--- config.mk ---
export PLATFORM = sky130hd
export DESIGN_NAME = fbs_seq
export DESIGN_NICKNAME = d
export VERILOG_FILES = /design/src/design/fbs_pkg.sv /design/src/design/fbs_blkmap.sv /design/src/design/fbs_seq.sv
export SDC_FILE = /design/constraint.sdc
export NUM_CORES = 1
export LEC_CHECK = 0
export BUFFER_PORTS_ARGS = -buffer_cell sky130_fd_sc_hd__buf_2
export CORE_ASPECT_RATIO = 1.75
export CORE_MARGIN = 1.5
export CORE_UTILIZATION = 55
export DETAILED_ROUTE_END_ITERATION = 6
export PLACE_DENSITY = 0.78
export SKIP_CTS_REPAIR_TIMING = 1
export SYNTH_ARGS = -nofsm -noshare
export SYNTH_HDL_FRONTEND = slang
export SYNTH_HIERARCHICAL = 1
export SYNTH_SLANG_ARGS = --single-unit
export TNS_END_PERCENT = 5
--- constraint.sdc ---
create_clock -name CLOCK -period 2.9 [get_ports CLOCK]
set_input_delay 0.58 -clock CLOCK [delete_from_list [all_inputs] [get_ports CLOCK]]
set_output_delay 0.58 -clock CLOCK [all_outputs]
set_load 0.02 [all_outputs]
--- src/design/fbs_pkg.sv ---
package fbs_pkg;
  // flash geometry
  localparam int          ADDR_W        = 32;
  localparam int          BLK_W         = 4;
  localparam int          NUM_BLOCKS    = 12;
  localparam logic [31:0] SMALL_BASE    = 32'h0000_0000;
  localparam logic [31:0] SMALL_END     = 32'h0000_ffff;
  localparam logic [31:0] MID_BASE      = 32'h0001_0000;
  localparam logic [31:0] MID_END       = 32'h0001_ffff;
  localparam logic [31:0] LARGE_BASE    = 32'h0002_0000;
  localparam logic [31:0] LARGE_END     = 32'h0007_ffff;
  localparam int          SMALL_SHIFT   = 13;  // 8 KB
  localparam int          LARGE_SHIFT   = 17;  // 128 KB
  localparam logic [3:0]  MID_BLOCK     = 4'h8;
  localparam logic [3:0]  LARGE_FIRST   = 4'h9;
  // program unit
  localparam int          UNIT_BYTES    = 256;
  localparam int          UNIT_IDX_W    = 8;
  localparam logic [7:0]  ERASED_BYTE   = 8'hff;
  // routine download
  localparam int          ROUTINE_WORDS = 16;
  localparam int          ROUTINE_IDX_W = 4;
  localparam logic [31:0] ERASE_RT_TAG  = 32'h0e5a_0000;
  localparam logic [31:0] PROG_RT_TAG   = 32'h0b9a_0000;
  // timing (cycles at 10 MHz per step)
  localparam int          STEP_CYCLES   = 4;
  localparam int          STEP_W        = 3;
  typedef enum logic [1:0] {FBS_OP_NONE, FBS_OP_ERASE, FBS_OP_PROG} fbs_op_t;
endpackage

--- src/design/fbs_blkmap.sv ---
`timescale 1ns/1ps
`default_nettype none
module fbs_blkmap (
  input  wire logic [31:0] addr,
  output logic      [3:0]  blk,
  output logic             valid
);
  import fbs_pkg::*;
  // address to erase block decode
  always_comb begin
    blk   = 4'h0;
    valid = 1'b1;
    if (addr <= SMALL_END) begin
      blk = 4'(addr[SMALL_SHIFT+2:SMALL_SHIFT]);
    end else if (addr <= MID_END) begin
      blk = MID_BLOCK;
    end else if (addr <= LARGE_END) begin
      blk = 4'(LARGE_FIRST - 4'h1
               + 4'(addr[LARGE_SHIFT+1:LARGE_SHIFT]));
    end else begin
      valid = 1'b0;
    end
  end
endmodule
`default_nettype wire

--- src/design/fbs_seq.sv ---
`timescale 1ns/1ps
`default_nettype none
module fbs_seq (
  input  wire logic                     CLOCK,
  input  wire logic                     RSTN,
  input  wire logic                     DOWNLOAD_REQ,
  input  wire logic                     DOWNLOAD_ERASE,
  input  wire logic [fbs_pkg::ADDR_W-1:0] DOWNLOAD_TARGET,
  input  wire logic                     CLOCKS_EQUAL,
  input  wire logic                     START,
  input  wire logic [fbs_pkg::ADDR_W-1:0] PARAM_ADDR,
  input  wire logic [7:0]               PARAM_DATA,
  input  wire logic                     PARAM_DATA_VALID,
  output logic                          PARAM_DATA_READY,
  output logic                          RAM_WE,
  output logic [fbs_pkg::ADDR_W-1:0]    RAM_ADDR,
  output logic [31:0]                   RAM_WDATA,
  output logic                          FLASH_ERASE,
  output logic [3:0]                    FLASH_BLOCK,
  output logic                          FLASH_WE,
  output logic [fbs_pkg::ADDR_W-1:0]    FLASH_ADDR,
  output logic [7:0]                    FLASH_WDATA,
  output logic                          DOWNLOAD_DONE,
  output logic                          BUSY,
  output logic                          DONE,
  output logic                          FAIL
);
  import fbs_pkg::*;

  typedef enum logic [2:0] {
    S_IDLE, S_LOAD, S_READY, S_ERASE, S_PROG, S_END
  } fbs_state_t;

  typedef struct packed {
    fbs_state_t               state;
    fbs_op_t                  routine;
    logic [ROUTINE_IDX_W-1:0] widx;
    logic [UNIT_IDX_W:0]      bidx;
    logic [STEP_W-1:0]        step;
    logic [31:0]              base;
    logic [31:0]              target;
    logic                     ram_we;
    logic [31:0]              ram_addr;
    logic [31:0]              ram_wdata;
    logic                     f_erase;
    logic [3:0]               f_blk;
    logic                     f_we;
    logic [31:0]              f_addr;
    logic [7:0]               f_wdata;
    logic                     dl_done;
    logic                     done;
    logic                     fail;
    logic                     d_ready;
    logic                     busy;
  } fbs_regs_t;

  fbs_regs_t  r_reg;
  fbs_regs_t  r_next;
  logic [3:0] map_blk;
  logic       map_ok;

  fbs_blkmap u_map (
    .addr  (PARAM_ADDR),
    .blk   (map_blk),
    .valid (map_ok)
  );

  // next state: download, then erase or program from the loaded routine
  always_comb begin
    r_next         = r_reg;
    r_next.ram_we  = 1'b0;
    r_next.f_erase = 1'b0;
    r_next.f_we    = 1'b0;
    r_next.d_ready = 1'b0;
    case (r_reg.state)
      S_IDLE: begin
        // clocks must run at equal ratio or download is refused
        if (DOWNLOAD_REQ && CLOCKS_EQUAL) begin
          r_next.state   = S_LOAD;
          r_next.base    = DOWNLOAD_TARGET;
          r_next.widx    = '0;
          r_next.routine = DOWNLOAD_ERASE ? FBS_OP_ERASE : FBS_OP_PROG;
          r_next.dl_done = 1'b0;
        end else if (START && r_reg.dl_done) begin
          r_next.state = S_READY;
        end
      end
      S_LOAD: begin
        // one routine word per cycle to target + 4*index
        r_next.ram_we    = 1'b1;
        r_next.ram_addr  = r_reg.base + {26'h0, r_reg.widx, 2'b00};
        r_next.ram_wdata = ((r_reg.routine == FBS_OP_ERASE) ?
                            ERASE_RT_TAG : PROG_RT_TAG) | 32'(r_reg.widx);
        r_next.widx      = r_reg.widx + 1'b1;
        if (r_reg.widx == ROUTINE_IDX_W'(ROUTINE_WORDS - 1)) begin
          r_next.state   = S_IDLE;
          r_next.dl_done = 1'b1;
        end
      end
      S_READY: begin
        // parameters latched once routine is ready
        r_next.done   = 1'b0;
        r_next.fail   = 1'b0;
        r_next.target = PARAM_ADDR;
        r_next.step   = '0;
        r_next.bidx   = '0;
        if (!map_ok) begin
          r_next.fail  = 1'b1;
          r_next.state = S_END;
        end else if (r_reg.routine == FBS_OP_ERASE) begin
          r_next.f_blk = map_blk;
          r_next.state = S_ERASE;
        end else if (PARAM_ADDR[UNIT_IDX_W-1:0] != '0) begin
          r_next.fail  = 1'b1;
          r_next.state = S_END;
        end else begin
          r_next.state = S_PROG;
        end
      end
      S_ERASE: begin
        // whole-block erase strobe after a settle count
        r_next.step = r_reg.step + 1'b1;
        if (r_reg.step == STEP_W'(STEP_CYCLES - 1)) begin
          r_next.f_erase = 1'b1;
          r_next.state   = S_END;
        end
      end
      S_PROG: begin
        // exactly one unit of bytes, each taken on valid while ready is high
        r_next.d_ready = 1'b1;
        if (PARAM_DATA_VALID && r_reg.d_ready) begin
          r_next.f_we    = 1'b1;
          r_next.f_addr  = r_reg.target + 32'(r_reg.bidx);
          r_next.f_wdata = PARAM_DATA;
          r_next.bidx    = r_reg.bidx + 1'b1;
          if (r_reg.bidx == (UNIT_IDX_W+1)'(UNIT_BYTES - 1)) begin
            r_next.d_ready = 1'b0;
            r_next.state   = S_END;
          end
        end
      end
      S_END: begin
        r_next.done  = 1'b1;
        r_next.state = S_IDLE;
      end
      default: r_next.state = S_IDLE;
    endcase
    // busy kept as a register bit so the port has no decode glitches
    r_next.busy = (r_next.state != S_IDLE);
  end

  // state register
  always_ff @(posedge CLOCK or negedge RSTN) begin
    if (!RSTN) begin
      r_reg       <= '0;
      r_reg.state <= S_IDLE;
    end else begin
      r_reg <= r_next;
    end
  end

  // outputs straight from the state register
  assign RAM_WE           = r_reg.ram_we;
  assign RAM_ADDR         = r_reg.ram_addr;
  assign RAM_WDATA        = r_reg.ram_wdata;
  assign FLASH_ERASE      = r_reg.f_erase;
  assign FLASH_BLOCK      = r_reg.f_blk;
  assign FLASH_WE         = r_reg.f_we;
  assign FLASH_ADDR       = r_reg.f_addr;
  assign FLASH_WDATA      = r_reg.f_wdata;
  assign DOWNLOAD_DONE    = r_reg.dl_done;
  assign BUSY             = r_reg.busy;
  assign DONE             = r_reg.done;
  assign FAIL             = r_reg.fail;
  assign PARAM_DATA_READY = r_reg.d_ready;

  // a unit always ends after 256 byte writes
  chk_unit_len: assert property (@(posedge CLOCK) disable iff (!RSTN)
    (FLASH_WE && r_reg.state == S_END) |-> r_reg.bidx == 9'h100)
    else $error("program unit length wrong");
  // erase strobe names a real block, then a pass result follows
  chk_erase_blk: assert property (@(posedge CLOCK) disable iff (!RSTN)
    FLASH_ERASE |-> (FLASH_BLOCK <= 4'hb) ##1 (DONE && !FAIL))
    else $error("erase without result");
  // first routine word lands at the target address
  chk_load_addr: assert property (@(posedge CLOCK) disable iff (!RSTN)
    (r_reg.state == S_LOAD && r_reg.widx == 4'h0)
      |=> RAM_WE && RAM_ADDR == r_reg.base)
    else $error("routine not at target address");
  // start ignored before a download
  chk_start_gate: assert property (@(posedge CLOCK) disable iff (!RSTN)
    (r_reg.state == S_IDLE && START && !DOWNLOAD_REQ && !r_reg.dl_done)
      |=> r_reg.state == S_IDLE)
    else $error("start without routine");
  // download refused unless clocks equal
  chk_clk_ratio: assert property (@(posedge CLOCK) disable iff (!RSTN)
    (r_reg.state == S_IDLE && DOWNLOAD_REQ && !CLOCKS_EQUAL)
      |=> r_reg.state != S_LOAD)
    else $error("download with unequal clocks");
  // small, mid and large block decode
  chk_small_map: assert property (@(posedge CLOCK) disable iff (!RSTN)
    (PARAM_ADDR <= SMALL_END) |-> map_blk == 4'(PARAM_ADDR[15:13]))
    else $error("small block map wrong");
  chk_mid_map: assert property (@(posedge CLOCK) disable iff (!RSTN)
    (PARAM_ADDR[31:16] == 16'h0001) |-> map_blk == 4'h8)
    else $error("mid block map wrong");
  chk_large_map: assert property (@(posedge CLOCK) disable iff (!RSTN)
    (PARAM_ADDR >= LARGE_BASE && PARAM_ADDR <= LARGE_END)
      |-> map_blk == 4'(4'h8 + 4'(PARAM_ADDR[18:17])))
    else $error("large block map wrong");
  // misaligned program start fails
  chk_align_fail: assert property (@(posedge CLOCK) disable iff (!RSTN)
    (r_reg.state == S_READY && r_reg.routine == FBS_OP_PROG && map_ok
      && PARAM_ADDR[7:0] != 8'h00) |=> FAIL ##1 DONE)
    else $error("misaligned start accepted");
endmodule
`default_nettype wire

==> insert_results.sql, run 1 <==
INSERT INTO impl_metrics (metric_group, metric, value, unit) VALUES
('run', 'maxCapViolations', '0', ''),
('hold_path', 'holdCritPathClass', 'in -> async', ''),
('global_route', 'grt_pass1_wl', '31.5', 'mm'),
('worst_setup_path', 'critPathLaunchType', 'flop', ''),
('worst_setup_path', 'worst_path_largest_cell_delay', '400', 'ps'),
('worst_setup_path', 'critical_path.slowest_cell', 'sky130_fd_sc_hd__dfrtp_1', ''),
('clock_tree', 'cts_root_buffer_type', 'sky130_fd_sc_hd__clkbuf_16', ''),
('logic_synthesis', 'syn-mean-instance-area', '9.59', 'µm²'),
('worst_setup_path', 'critical_path_class', 'reg -> reg', ''),
('sta', 'timing_worst_slew_pin_value', '678', 'ps'),
('sta', 'grt_setup_unrepaired', 'false', ''),
('worst_setup_path', 'worstPathRequired', '3200', 'ps'),
('worst_setup_path', 'critPathArrivalTime', '2750', 'ps'),
('sta', 'period_minus_slack', '2450', 'ps'),
('sta', 'tns', '0', 'ps'),
('worst_setup_path', 'rr_worst_depth', '10', ''),
('sta', 'fin_crit_sh', '0.845', ''),
('die', 'io_pins', '195', ''),
('worst_setup_path', 'regToRegEndpoint', 'FLASH_ADDR[28]', ''),
('place', 'globalplace.congestion', '0.870', ''),
('global_route', 'grt.overflow.total', '0', ''),
('clock_tree', 'cts_num_sinks', '176', ''),
('logic_synthesis', 'ys_seq_elements', '176', ''),
('worst_setup_path', 'r2r_slack', '450', 'ps'),
('cells_and_area', 'total_inserted_antenna_cells', '0', ''),
('routing', 'detail_route.vias_per_cell', '5.14', ''),
('cells_and_area', 'final_layout_size_suffix_gt1_frac', '0.268', ''),
('sta', 'setup-violations-final', '0', ''),
('pwr', 'seq_power_share', '0.424', ''),
('logic_synthesis', 'yosys.area.top_type_share', '0.475', ''),
('global_route', 'grt_antenna_before_repair', '2', ''),
('place', 'place_inst', '1245', ''),
('pwr', 'clkPwrFrac', '0.247', ''),
('clock_tree', 'ctsHtreeMaxLevel', '4', ''),
('place', 'pre_cts_ws', '479', 'ps'),
('cells_and_area', 'area_growth_syn_to_layout', '10.6', '%'),
('logic_synthesis', 'synth_cell_type_count', '56', ''),
('cells_and_area', 'final.fill_count', '1474', ''),
('worst_setup_path', 'timing.critical_path.fanout_max', '9', ''),
('routing', 'drtAntennaViolNets', '0', ''),
('clock_tree', 'cts-buffers-inserted', '17', ''),
('logic_synthesis', 'synth_area', '9270', 'µm²'),
('worst_setup_path', 'timing.critical_path.cells', 'ha_1 > inv_1 > fa_1 > nand2b_1 > a21oi_2 > o31ai_2 > buf_4 > a2111oi_4 > xnor2_1 > o21ai_1', ''),
('logic_synthesis', 'ys_async_sr_fraction', '1.00', ''),
('cells_and_area', 'finish.utilization', '0.623', ''),
('logic_synthesis', 'ys_top_cells_by_count', 'sky130_fd_sc_hd__nand2_1, sky130_fd_sc_hd__dfrtp_1, sky130_fd_sc_hd__buf_4', ''),
('die', 'coreArea', '16400', 'µm²'),
('logic_synthesis', 'synthDominantAreaCellType', 'sky130_fd_sc_hd__dfrtp_1', ''),
('die', 'floorplan.die.height', '175', 'µm'),
('pwr', 'power.combinational.fraction', '0.329', ''),
('cells_and_area', 'final_cell_count_no_fill', '1277', ''),
('sta', 'finalClockSkew', '9.08', 'ps'),
('logic_synthesis', 'yosys_warn_count', '6', ''),
('sta', 'hold-worst-slack', '103', 'ps'),
('routing', 'drcViolationCount', '0', ''),
('worst_setup_path', 'rr_startpoint', 'r_reg[183]', ''),
('run_status', 'run_status', 'complete, no violations', ''),
('sta', 'postLayoutSetupSlackWorst', '449', 'ps'),
('sta', 'hold_viol', '0', ''),
('place', 'port_buffers', '175', ''),
('logic_synthesis', 'ys_seq_area_frac', '0.475', ''),
('sta', 'achievable-frequency', '408', 'MHz'),
('logic_synthesis', 'synth_edf_count', '0', ''),
('clock_tree', 'tritoncts', 'done', ''),
('logic_synthesis', 'synth.top_cells.by_area', 'sky130_fd_sc_hd__dfrtp_1, sky130_fd_sc_hd__nand2_1, sky130_fd_sc_hd__buf_4', ''),
('routing', 'wl_per_cell', '15.0', 'µm'),
('pwr', 'power.density_cell_area', '940', 'nW/µm²'),
('global_route', 'grt_max_degree', '75', ''),
('sta', 'worst_slew_margin_rel', '0.548', ''),
('pwr', 'power.ir.vdd_worst', '0.000544', 'V'),
('global_route', 'grtUsageTotal', '0.227', '');
[stage by stage]
step	area, µm²	power (µW)
floorplan	9330	6710
global placement	9630	7170
detailed placement	9630	7310
CTS	10200	9720
global route	10200	10200
finish	10200	9630
[cell families (layout without fill, tap and decap cells)]
group	Yosys count	count (layout)	share of synthesized area
compound gates	147	147	0.106
xor+xnor	65	65	0.0614
fa+ha+maj	20	20	0.0286
buf+inv	174	243	0.118
flops	176	176	0.475
mux	34	34	0.0413
other cells	1	19	0.000405
simple gates	349	349	0.169
[power groups by stage]
stage	clock network, µW	registers [µW]	logic, µW
final	2380	4090	3170
after CTS	2420	4080	3210
after floorplan	0	3930	2780
after global routing	2510	4210	3530
after detailed placement	0	4120	3200
after global placement	0	4080	3090
[area by class of cell]
| type | instances | area, µm² | share of cell area |
|---|---|---|---|
| Sequential cell | 176 | 4400 | 0.430 |
| Clock buffer | 21 | 460 | 0.0449 |
| Clock inverter | 11 | 156 | 0.0153 |
| Tap cell | 224 | 280 | 0.0274 |
| Inverter | 24 | 90.1 | 0.00879 |
| Multi-Input combinational cell | 634 | 3860 | 0.376 |
| Timing Repair Buffer | 187 | 997 | 0.0973 |
[layer usage]
layer,GRT usage,part of all wire
met1,0.238,0.38
met2,0.422,0.55
met3,0.0512,0.044
met4,0.101,0.031
met5,0,0.00052
[cell usage in the layout (no fill, tap or decap), types with 5 or more instances in the layout]
cell type	instances
sky130_fd_sc_hd__xor2_1	23
sky130_fd_sc_hd__o21ai_1	15
sky130_fd_sc_hd__conb_1	19
sky130_fd_sc_hd__clkbuf_16	17
sky130_fd_sc_hd__nand4_1	9
sky130_fd_sc_hd__dfrtp_1	176
sky130_fd_sc_hd__xnor2_1	42
sky130_fd_sc_hd__nor3_1	5
sky130_fd_sc_hd__ha_1	18
sky130_fd_sc_hd__nor2b_1	6
sky130_fd_sc_hd__a211oi_2	10
sky130_fd_sc_hd__buf_4	10
sky130_fd_sc_hd__and3_1	10
sky130_fd_sc_hd__buf_2	174
sky130_fd_sc_hd__nand2_1	230
sky130_fd_sc_hd__a21oi_1	20
sky130_fd_sc_hd__mux2_2	34
sky130_fd_sc_hd__nor2_1	37
sky130_fd_sc_hd__nand2b_1	9
sky130_fd_sc_hd__o21ai_0	71
sky130_fd_sc_hd__nand3_1	19
sky130_fd_sc_hd__inv_1	24
[worst max-delay path, delay by kind of cell, from the launching register on]
kind                     cells  cell delay [ps]
flip-flops                   1              400
AO/OA/AOI/OAI                4              710
AND/OR/NAND/NOR              1              190
XOR/XNOR                     1              160
adder cells (fa/ha/maj)      2              590
buffers and inverters        2              270
[worst max path at each step]
stage | from | to | slack, ps | cells past startpoint
2_1_floorplan | r_reg[183] | FLASH_ADDR[28] | 630 | 10
6_report | r_reg[183] | FLASH_ADDR[28] | 450 | 10
3_5_place_dp | r_reg[183] | FLASH_ADDR[26] | 480 | 10
3_3_place_gp | r_reg[183] | FLASH_ADDR[28] | 540 | 10
4_1_cts | r_reg[183] | FLASH_ADDR[26] | 440 | 10
5_1_grt | r_reg[183] | FLASH_ADDR[28] | 260 | 10
Note: power is estimated with default switching activity, not from simulation.
==> run 2, diff against run 1 <==
==> constraint.sdc (replaced) <==
create_clock -name CLOCK -period 2.3 [get_ports CLOCK]
set_input_delay 0.46 -clock CLOCK [delete_from_list [all_inputs] [get_ports CLOCK]]
set_output_delay 0.46 -clock CLOCK [all_outputs]
set_load 0.02 [all_outputs]
==> insert_results.sql, run 2 (synthesis gave the netlist of run 1 again) <==
INSERT INTO impl_metrics (metric_group, metric, value, unit) VALUES
('routing', 'detail_route.vias_per_cell', '5.13', ''),
('sta', 'period_minus_slack', '2210', 'ps'),
('worst_setup_path', 'timing.critical_path.fanout_max', '7', ''),
('hold_path', 'holdCritPathClass', 'in -> async', ''),
('sta', 'hold-worst-slack', '-27.5', 'ps'),
('place', 'port_buffers', '175', ''),
('pwr', 'clkPwrFrac', '0.245', ''),
('global_route', 'grtUsageTotal', '0.226', ''),
('place', 'place_inst', '1269', ''),
('pwr', 'report.power.total', '12400', 'µW'),
('pwr', 'power.ir.vdd_worst', '0.000640', 'V'),
('clock_tree', 'insertion_delay', '420', 'ps'),
('sta', 'setup-violations-final', '0', ''),
('cells_and_area', 'area_growth_syn_to_layout', '13.5', '%'),
('routing', 'drt_first_pass_iters', '5', ''),
('clock_tree', 'cts-buffers-inserted', '17', ''),
('sta', 'tns', '0', 'ps'),
('sta', 'timing_worst_slew_pin_value', '574', 'ps'),
('global_route', 'grt_antenna_before_repair', '0', ''),
('pwr', 'cellLeakagePower', '0.00500', 'µW'),
('sta', 'hold_viol', '23', ''),
('worst_setup_path', 'critical_path_class', 'reg -> reg', ''),
('cells_and_area', 'total_inserted_antenna_cells', '0', ''),
('pwr', 'seq_power_share', '0.411', ''),
('run_status', 'run_status', 'finished with violations', ''),
('sta', 'report.final.slew_viol_count', '0', ''),
('sta', 'grt_setup_unrepaired', 'true', ''),
('die', 'coreArea', '16400', 'µm²'),
('worst_setup_path', 'rr_startpoint', 'r_reg[183]', ''),
('cells_and_area', 'final_layout_size_suffix_gt1_frac', '0.290', ''),
('sta', 'postLayoutSetupSlackWorst', '88.8', 'ps'),
('worst_setup_path', 'r2r_slack', '90', 'ps'),
('worst_setup_path', 'worstPathRequired', '2600', 'ps'),
('global_route', 'grt_max_degree', '53', ''),
('run_status', 'violations_in_the_final_reports', 'negative hold slack', ''),
('sta', 'achievable-frequency', '452', 'MHz'),
('pwr', 'power.density_cell_area', '1180', 'nW/µm²'),
('clock_tree', 'cts_root_buffer_type', 'sky130_fd_sc_hd__clkbuf_16', ''),
('die', 'die_x', '101', 'µm'),
('pwr', 'sw_frac_of_total', '0.372', ''),
('place', 'dp.final_hpwl', '14.2', 'mm'),
('clock_tree', 'tritoncts', 'done', ''),
('cells_and_area', 'largest_register_ffs', '85', ''),
('routing', 'route.vias.total', '6668', ''),
('routing', 'wire_length_after_detailed_routing', '19.0', 'mm'),
('cells_and_area', 'finish.net_count', '1163', ''),
('run', 'maxCapViolations', '0', ''),
('die', 'floorplan.die.height', '175', 'µm'),
('sta', 'fin_crit_sh', '0.961', ''),
('global_route', 'vias_in_the_first_global_route', '6637', ''),
('routing', 'wl_per_cell', '14.6', 'µm'),
('place', 'pre_cts_ws', '-137', 'ps'),
('place', 'globalplace.congestion', '0.834', ''),
('cells_and_area', 'final_cell_count_no_fill', '1301', ''),
('clock_tree', 'ctsHtreeMaxLevel', '4', ''),
('clock_tree', 'clock_path_buffers', '2', ''),
('die', 'io_pins', '195', ''),
('pwr', 'power.combinational.fraction', '0.344', ''),
('worst_setup_path', 'critPathLaunchType', 'flop', ''),
('routing', 'drtAntennaViolNets', '0', ''),
('worst_setup_path', 'critPathCaptureType', 'flop', ''),
('worst_setup_path', 'rr_worst_depth', '10', ''),
('die', 'floorplan.die_area', '17700', 'µm²'),
('cells_and_area', 'layout.cells.most_common_list', 'sky130_fd_sc_hd__nand2_1, sky130_fd_sc_hd__dfrtp_1, sky130_fd_sc_hd__buf_2, sky130_fd_sc_hd__o21ai_0, sky130_fd_sc_hd__xnor2_1', ''),
('worst_setup_path', 'regToRegEndpoint', 'FLASH_ADDR[24]', ''),
('pwr', 'total_net_switching_power', '4600', 'µW'),
('clock_tree', 'cts_num_sinks', '176', ''),
('sta', 'worst_slew_margin_rel', '0.617', ''),
('global_route', 'grt_pass1_wl', '31.5', 'mm'),
('worst_setup_path', 'critPathArrivalTime', '2510', 'ps'),
('global_route', 'grt.overflow.total', '0', ''),
('clock_tree', 'clkSlewWorstSetupHoldPaths', '70', 'ps'),
('die', 'initial_core_util', '0.563', ''),
('routing', 'drcViolationCount', '0', ''),
('pwr', 'cell_internal_pwr', '7780', 'µW'),
('cells_and_area', 'mostFrequentLayoutCell', 'sky130_fd_sc_hd__nand2_1', ''),
('sta', 'finalClockSkew', '14.4', 'ps'),
('routing', 'detailedRoute.firstIterationViolations', '216', ''),
('die', 'row_count', '62', '');
[run 2: changes by cell type in the layout (fill, tap and decap cells not counted), moves of 2 or more]
cell	previous run	this run
sky130_fd_sc_hd__clkbuf_1	2	0
sky130_fd_sc_hd__clkinv_4	4	1
sky130_fd_sc_hd__buf_12	2	6
sky130_fd_sc_hd__o21a_2	0	2
sky130_fd_sc_hd__clkinv_2	0	3
sky130_fd_sc_hd__o21a_1	3	1
sky130_fd_sc_hd__inv_6	1	3
sky130_fd_sc_hd__buf_4	10	29
[run 2: power groups by stage]
stage               logic [µW]  registers (µW)  clock network (µW)
floorplan                 3510            4950                   0
global placement          4150            5070                   0
detailed placement        4280            5130                   0
CTS                       4300            5090                3100
global route              4770            5230                3190
finish                    4260            5090                3030
[run 2: worst max path at each step]
| stage | from | to | slack [ps] | depth (start not counted) |
|---|---|---|---|---|
| 2_1_floorplan | r_reg[183] | FLASH_ADDR[28] | 30 | 10 |
| 4_1_cts | r_reg[116] | FLASH_ADDR[22] | -210 | 10 |
| 6_report | r_reg[183] | FLASH_ADDR[24] | 90 | 10 |
| 3_3_place_gp | r_reg[116] | FLASH_ADDR[16] | -70 | 10 |
| 3_5_place_dp | r_reg[116] | FLASH_ADDR[22] | -140 | 10 |
| 5_1_grt | r_reg[116] | FLASH_ADDR[24] | -40 | 10 |
[run 2: cell type report]
| type | instances | area, µm² |
|---|---|---|
| fillers | 1416 | 5930 |
| clock buffers | 20 | 467 |
| flip-flops and latches | 176 | 4400 |
| repair buffers | 211 | 1230 |
| well taps | 224 | 280 |
| inverters | 24 | 90.1 |
| multi-input cells | 634 | 3890 |
| clock inverters | 12 | 155 |
[run 2: worst max-delay path, cell delays in order (launching register included)]
cell and delay (ps):
sky130_fd_sc_hd__dfrtp_1 360, sky130_fd_sc_hd__ha_1 170, sky130_fd_sc_hd__inv_1 50, sky130_fd_sc_hd__fa_1 400
sky130_fd_sc_hd__nand2b_4 180, sky130_fd_sc_hd__a21oi_4 160, sky130_fd_sc_hd__o31ai_4 120, sky130_fd_sc_hd__buf_6 180
sky130_fd_sc_hd__a211oi_2 240, sky130_fd_sc_hd__xnor2_1 150, sky130_fd_sc_hd__o21ai_1 70
[run 2: routing by layer]
metal / vias to the layer above / GRT usage / part of all wire
met5: - / 0 / 0
met4: 0 / 0.0909 / 0.025
met3: 31 / 0.0452 / 0.042
met2: 164 / 0.416 / 0.56
met1: 3208 / 0.249 / 0.38
li1: 3265 / - / -
[run 2: metrics by stage]
| stage | utilization | hold WS, ps | instance area (µm²) |
|---|---|---|---|
| floorplan | - | 164 | 9330 |
| global placement | 0.599 | 432 | 9860 |
| detailed placement | 0.599 | 443 | 9860 |
| CTS | 0.637 | -23.1 | 10500 |
| global route | 0.639 | 5.56 | 10500 |
| finish | 0.639 | -27.5 | 10500 |
==> run 3, diff against run 2 <==
--- a/config.mk
+++ b/config.mk
@@ -10,6 +10,7 @@
 export CORE_MARGIN = 1.5
 export CORE_UTILIZATION = 55
 export DETAILED_ROUTE_END_ITERATION = 6
+export HOLD_SLACK_MARGIN = 0.05
 export PLACE_DENSITY = 0.78
 export SKIP_CTS_REPAIR_TIMING = 1
 export SYNTH_ARGS = -nofsm -noshare
==> insert_results.sql, run 3 (synthesis gave the netlist of run 1 again) <==
INSERT INTO impl_metrics (metric_group, metric, value, unit) VALUES
('hold_path', 'holdCritPathClass', 'in -> reg', ''),
('place', 'dp.final_hpwl', '14.2', 'mm'),
('worst_setup_path', 'worstPathRequired', '2600', 'ps'),
('sta', 'hold_viol', '0', ''),
('clock_tree', 'cts_root_buffer_type', 'sky130_fd_sc_hd__clkbuf_16', ''),
('die', 'coreArea', '16400', 'µm²'),
('place', 'port_buffers', '175', ''),
('worst_setup_path', 'worst_path_largest_cell_delay', '400', 'ps'),
('clock_tree', 'cts-buffers-inserted', '17', ''),
('global_route', 'grt_pass1_wl', '31.5', 'mm'),
('cells_and_area', 'mostFrequentLayoutCell', 'sky130_fd_sc_hd__nand2_1', ''),
('cells_and_area', 'total_inserted_antenna_cells', '0', ''),
('global_route', 'grt_max_degree', '53', ''),
('pwr', 'report.power.total', '12400', 'µW'),
('cells_and_area', 'finish.net_count', '1164', ''),
('sta', 'worst_slew_margin_rel', '0.618', ''),
('pwr', 'seq_power_share', '0.411', ''),
('die', 'die_x', '101', 'µm'),
('sta', 'tns', '0', 'ps'),
('clock_tree', 'insertion_delay', '420', 'ps'),
('run_status', 'run_status', 'complete, no violations', ''),
('die', 'row_count', '62', ''),
('worst_setup_path', 'worst-path-buf-inv', '2', ''),
('sta', 'fin_crit_sh', '0.961', ''),
('routing', 'drcViolationCount', '0', ''),
('die', 'floorplan.die_area', '17700', 'µm²'),
('cells_and_area', 'final_layout_size_suffix_gt1_frac', '0.289', ''),
('pwr', 'cell_internal_pwr', '7780', 'µW'),
('clock_tree', 'clock_path_buffers', '2', ''),
('place', 'pre_cts_ws', '-137', 'ps'),
('routing', 'wire_length_after_detailed_routing', '19.0', 'mm'),
('sta', 'timing_worst_slew_pin_value', '573', 'ps'),
('place', 'place_inst', '1269', ''),
('sta', 'report.final.slew_viol_count', '0', ''),
('worst_setup_path', 'critPathLaunchType', 'flop', ''),
('worst_setup_path', 'critical_path_class', 'reg -> reg', ''),
('die', 'io_pins', '195', ''),
('global_route', 'vias_in_the_first_global_route', '6637', ''),
('clock_tree', 'ctsHtreeMaxLevel', '4', ''),
('sta', 'achievable-frequency', '452', 'MHz'),
('worst_setup_path', 'critPathArrivalTime', '2510', 'ps'),
('routing', 'wl_per_cell', '14.6', 'µm'),
('die', 'floorplan.die.height', '175', 'µm'),
('worst_setup_path', 'critical_path.slowest_cell', 'sky130_fd_sc_hd__fa_1', ''),
('worst_setup_path', 'timing.critical_path.cells', 'ha_1 > inv_1 > fa_1 > nand2b_4 > a21oi_4 > o31ai_4 > buf_6 > a211oi_2 > xnor2_1 > o21ai_1', ''),
('global_route', 'grt.overflow.total', '0', ''),
('clock_tree', 'clkSlewWorstSetupHoldPaths', '60', 'ps'),
('die', 'initial_core_util', '0.563', ''),
('routing', 'detailedRoute.firstIterationViolations', '213', ''),
('sta', 'finalClockSkew', '13.5', 'ps'),
('cells_and_area', 'area_growth_syn_to_layout', '13.6', '%'),
('worst_setup_path', 'timing.critical_path.fanout_max', '7', ''),
('sta', 'postLayoutSetupSlackWorst', '89.7', 'ps'),
('pwr', 'total_net_switching_power', '4600', 'µW'),
('global_route', 'grt_antenna_before_repair', '0', ''),
('pwr', 'power.density_cell_area', '1180', 'nW/µm²'),
('clock_tree', 'tritoncts', 'done', ''),
('worst_setup_path', 'critPathTopFamily', 'compound AO/OA/AOI/OAI gates', ''),
('clock_tree', 'cts_num_sinks', '176', ''),
('pwr', 'power.ir.vdd_worst', '0.000640', 'V'),
('cells_and_area', 'final_cell_count_no_fill', '1302', ''),
('cells_and_area', 'layout.cells.most_common_list', 'sky130_fd_sc_hd__nand2_1, sky130_fd_sc_hd__dfrtp_1, sky130_fd_sc_hd__buf_2, sky130_fd_sc_hd__o21ai_0, sky130_fd_sc_hd__xnor2_1', ''),
('pwr', 'power.combinational.fraction', '0.344', ''),
('sta', 'grt_setup_unrepaired', 'true', ''),
('global_route', 'grtUsageTotal', '0.226', ''),
('routing', 'detail_route.vias_per_cell', '5.11', ''),
('place', 'globalplace.congestion', '0.834', ''),
('cells_and_area', 'largest_register_ffs', '85', ''),
('routing', 'route.vias.total', '6653', ''),
('pwr', 'sw_frac_of_total', '0.372', ''),
('sta', 'period_minus_slack', '2210', 'ps'),
('pwr', 'clkPwrFrac', '0.245', ''),
('pwr', 'cellLeakagePower', '0.00500', 'µW'),
('routing', 'drt_first_pass_iters', '5', ''),
('worst_setup_path', 'critPathCaptureType', 'flop', ''),
('routing', 'drtAntennaViolNets', '0', ''),
('run', 'maxCapViolations', '0', ''),
('sta', 'setup-violations-final', '0', '');
run 3: changes by cell type in the layout (fill, tap and decap cells not counted):
cell / previous run / this run
sky130_fd_sc_hd__dlygate4sd3_1: 0 / 1
run 3: cell type report:
cell class / count / area (µm²)
fill: 1415 / 5920
multi-input combinational: 634 / 3890
inverter: 24 / 90.1
tap: 224 / 280
clock inverter: 12 / 155
sequential: 176 / 4400
clock buffer: 20 / 467
timing repair buffer: 212 / 1240
run 3: power groups by stage:
stage	logic [µW]	registers [µW]	clock network, µW
4_1_cts	4300	5090	3100
3_5_place_dp	4280	5130	0
2_1_floorplan	3510	4950	0
3_3_place_gp	4150	5070	0
5_1_grt	4770	5230	3190
6_report	4260	5090	3030
run 3: path summary, 6_finish.rpt:
kind                                  endpoint      startpoint  cells after the start  slack (ps)
max in group asynchronous           r_reg[136]            RSTN                      3        1100
worst max register to register  FLASH_ADDR[24]      r_reg[183]                     10          90
worst max-delay path            FLASH_ADDR[24]      r_reg[183]                     10          90
worst min-delay path                r_reg[197]  DOWNLOAD_ERASE                      2         220
worst min register to register     RAM_ADDR[0]      r_reg[148]                      2         470
min in group asynchronous        FLASH_ADDR[3]            RSTN                      2         540
run 3: per-stage QoR:
stage	instance area (µm²)	util	hold slack (ps)
after global routing	10500	0.640	212
after CTS	10500	0.637	-23.1
after detailed placement	9860	0.599	443
after global placement	9860	0.599	432
final	10500	0.640	223
after floorplan	9330	-	164
run 3: metal layers:
layer  wire (µm)  up-vias  track usage
li1            -     3267            -
met1        7200     3196        0.249
met2       10600      159        0.416
met3         780       31       0.0452
met4         467        0       0.0909
met5           0        -            0
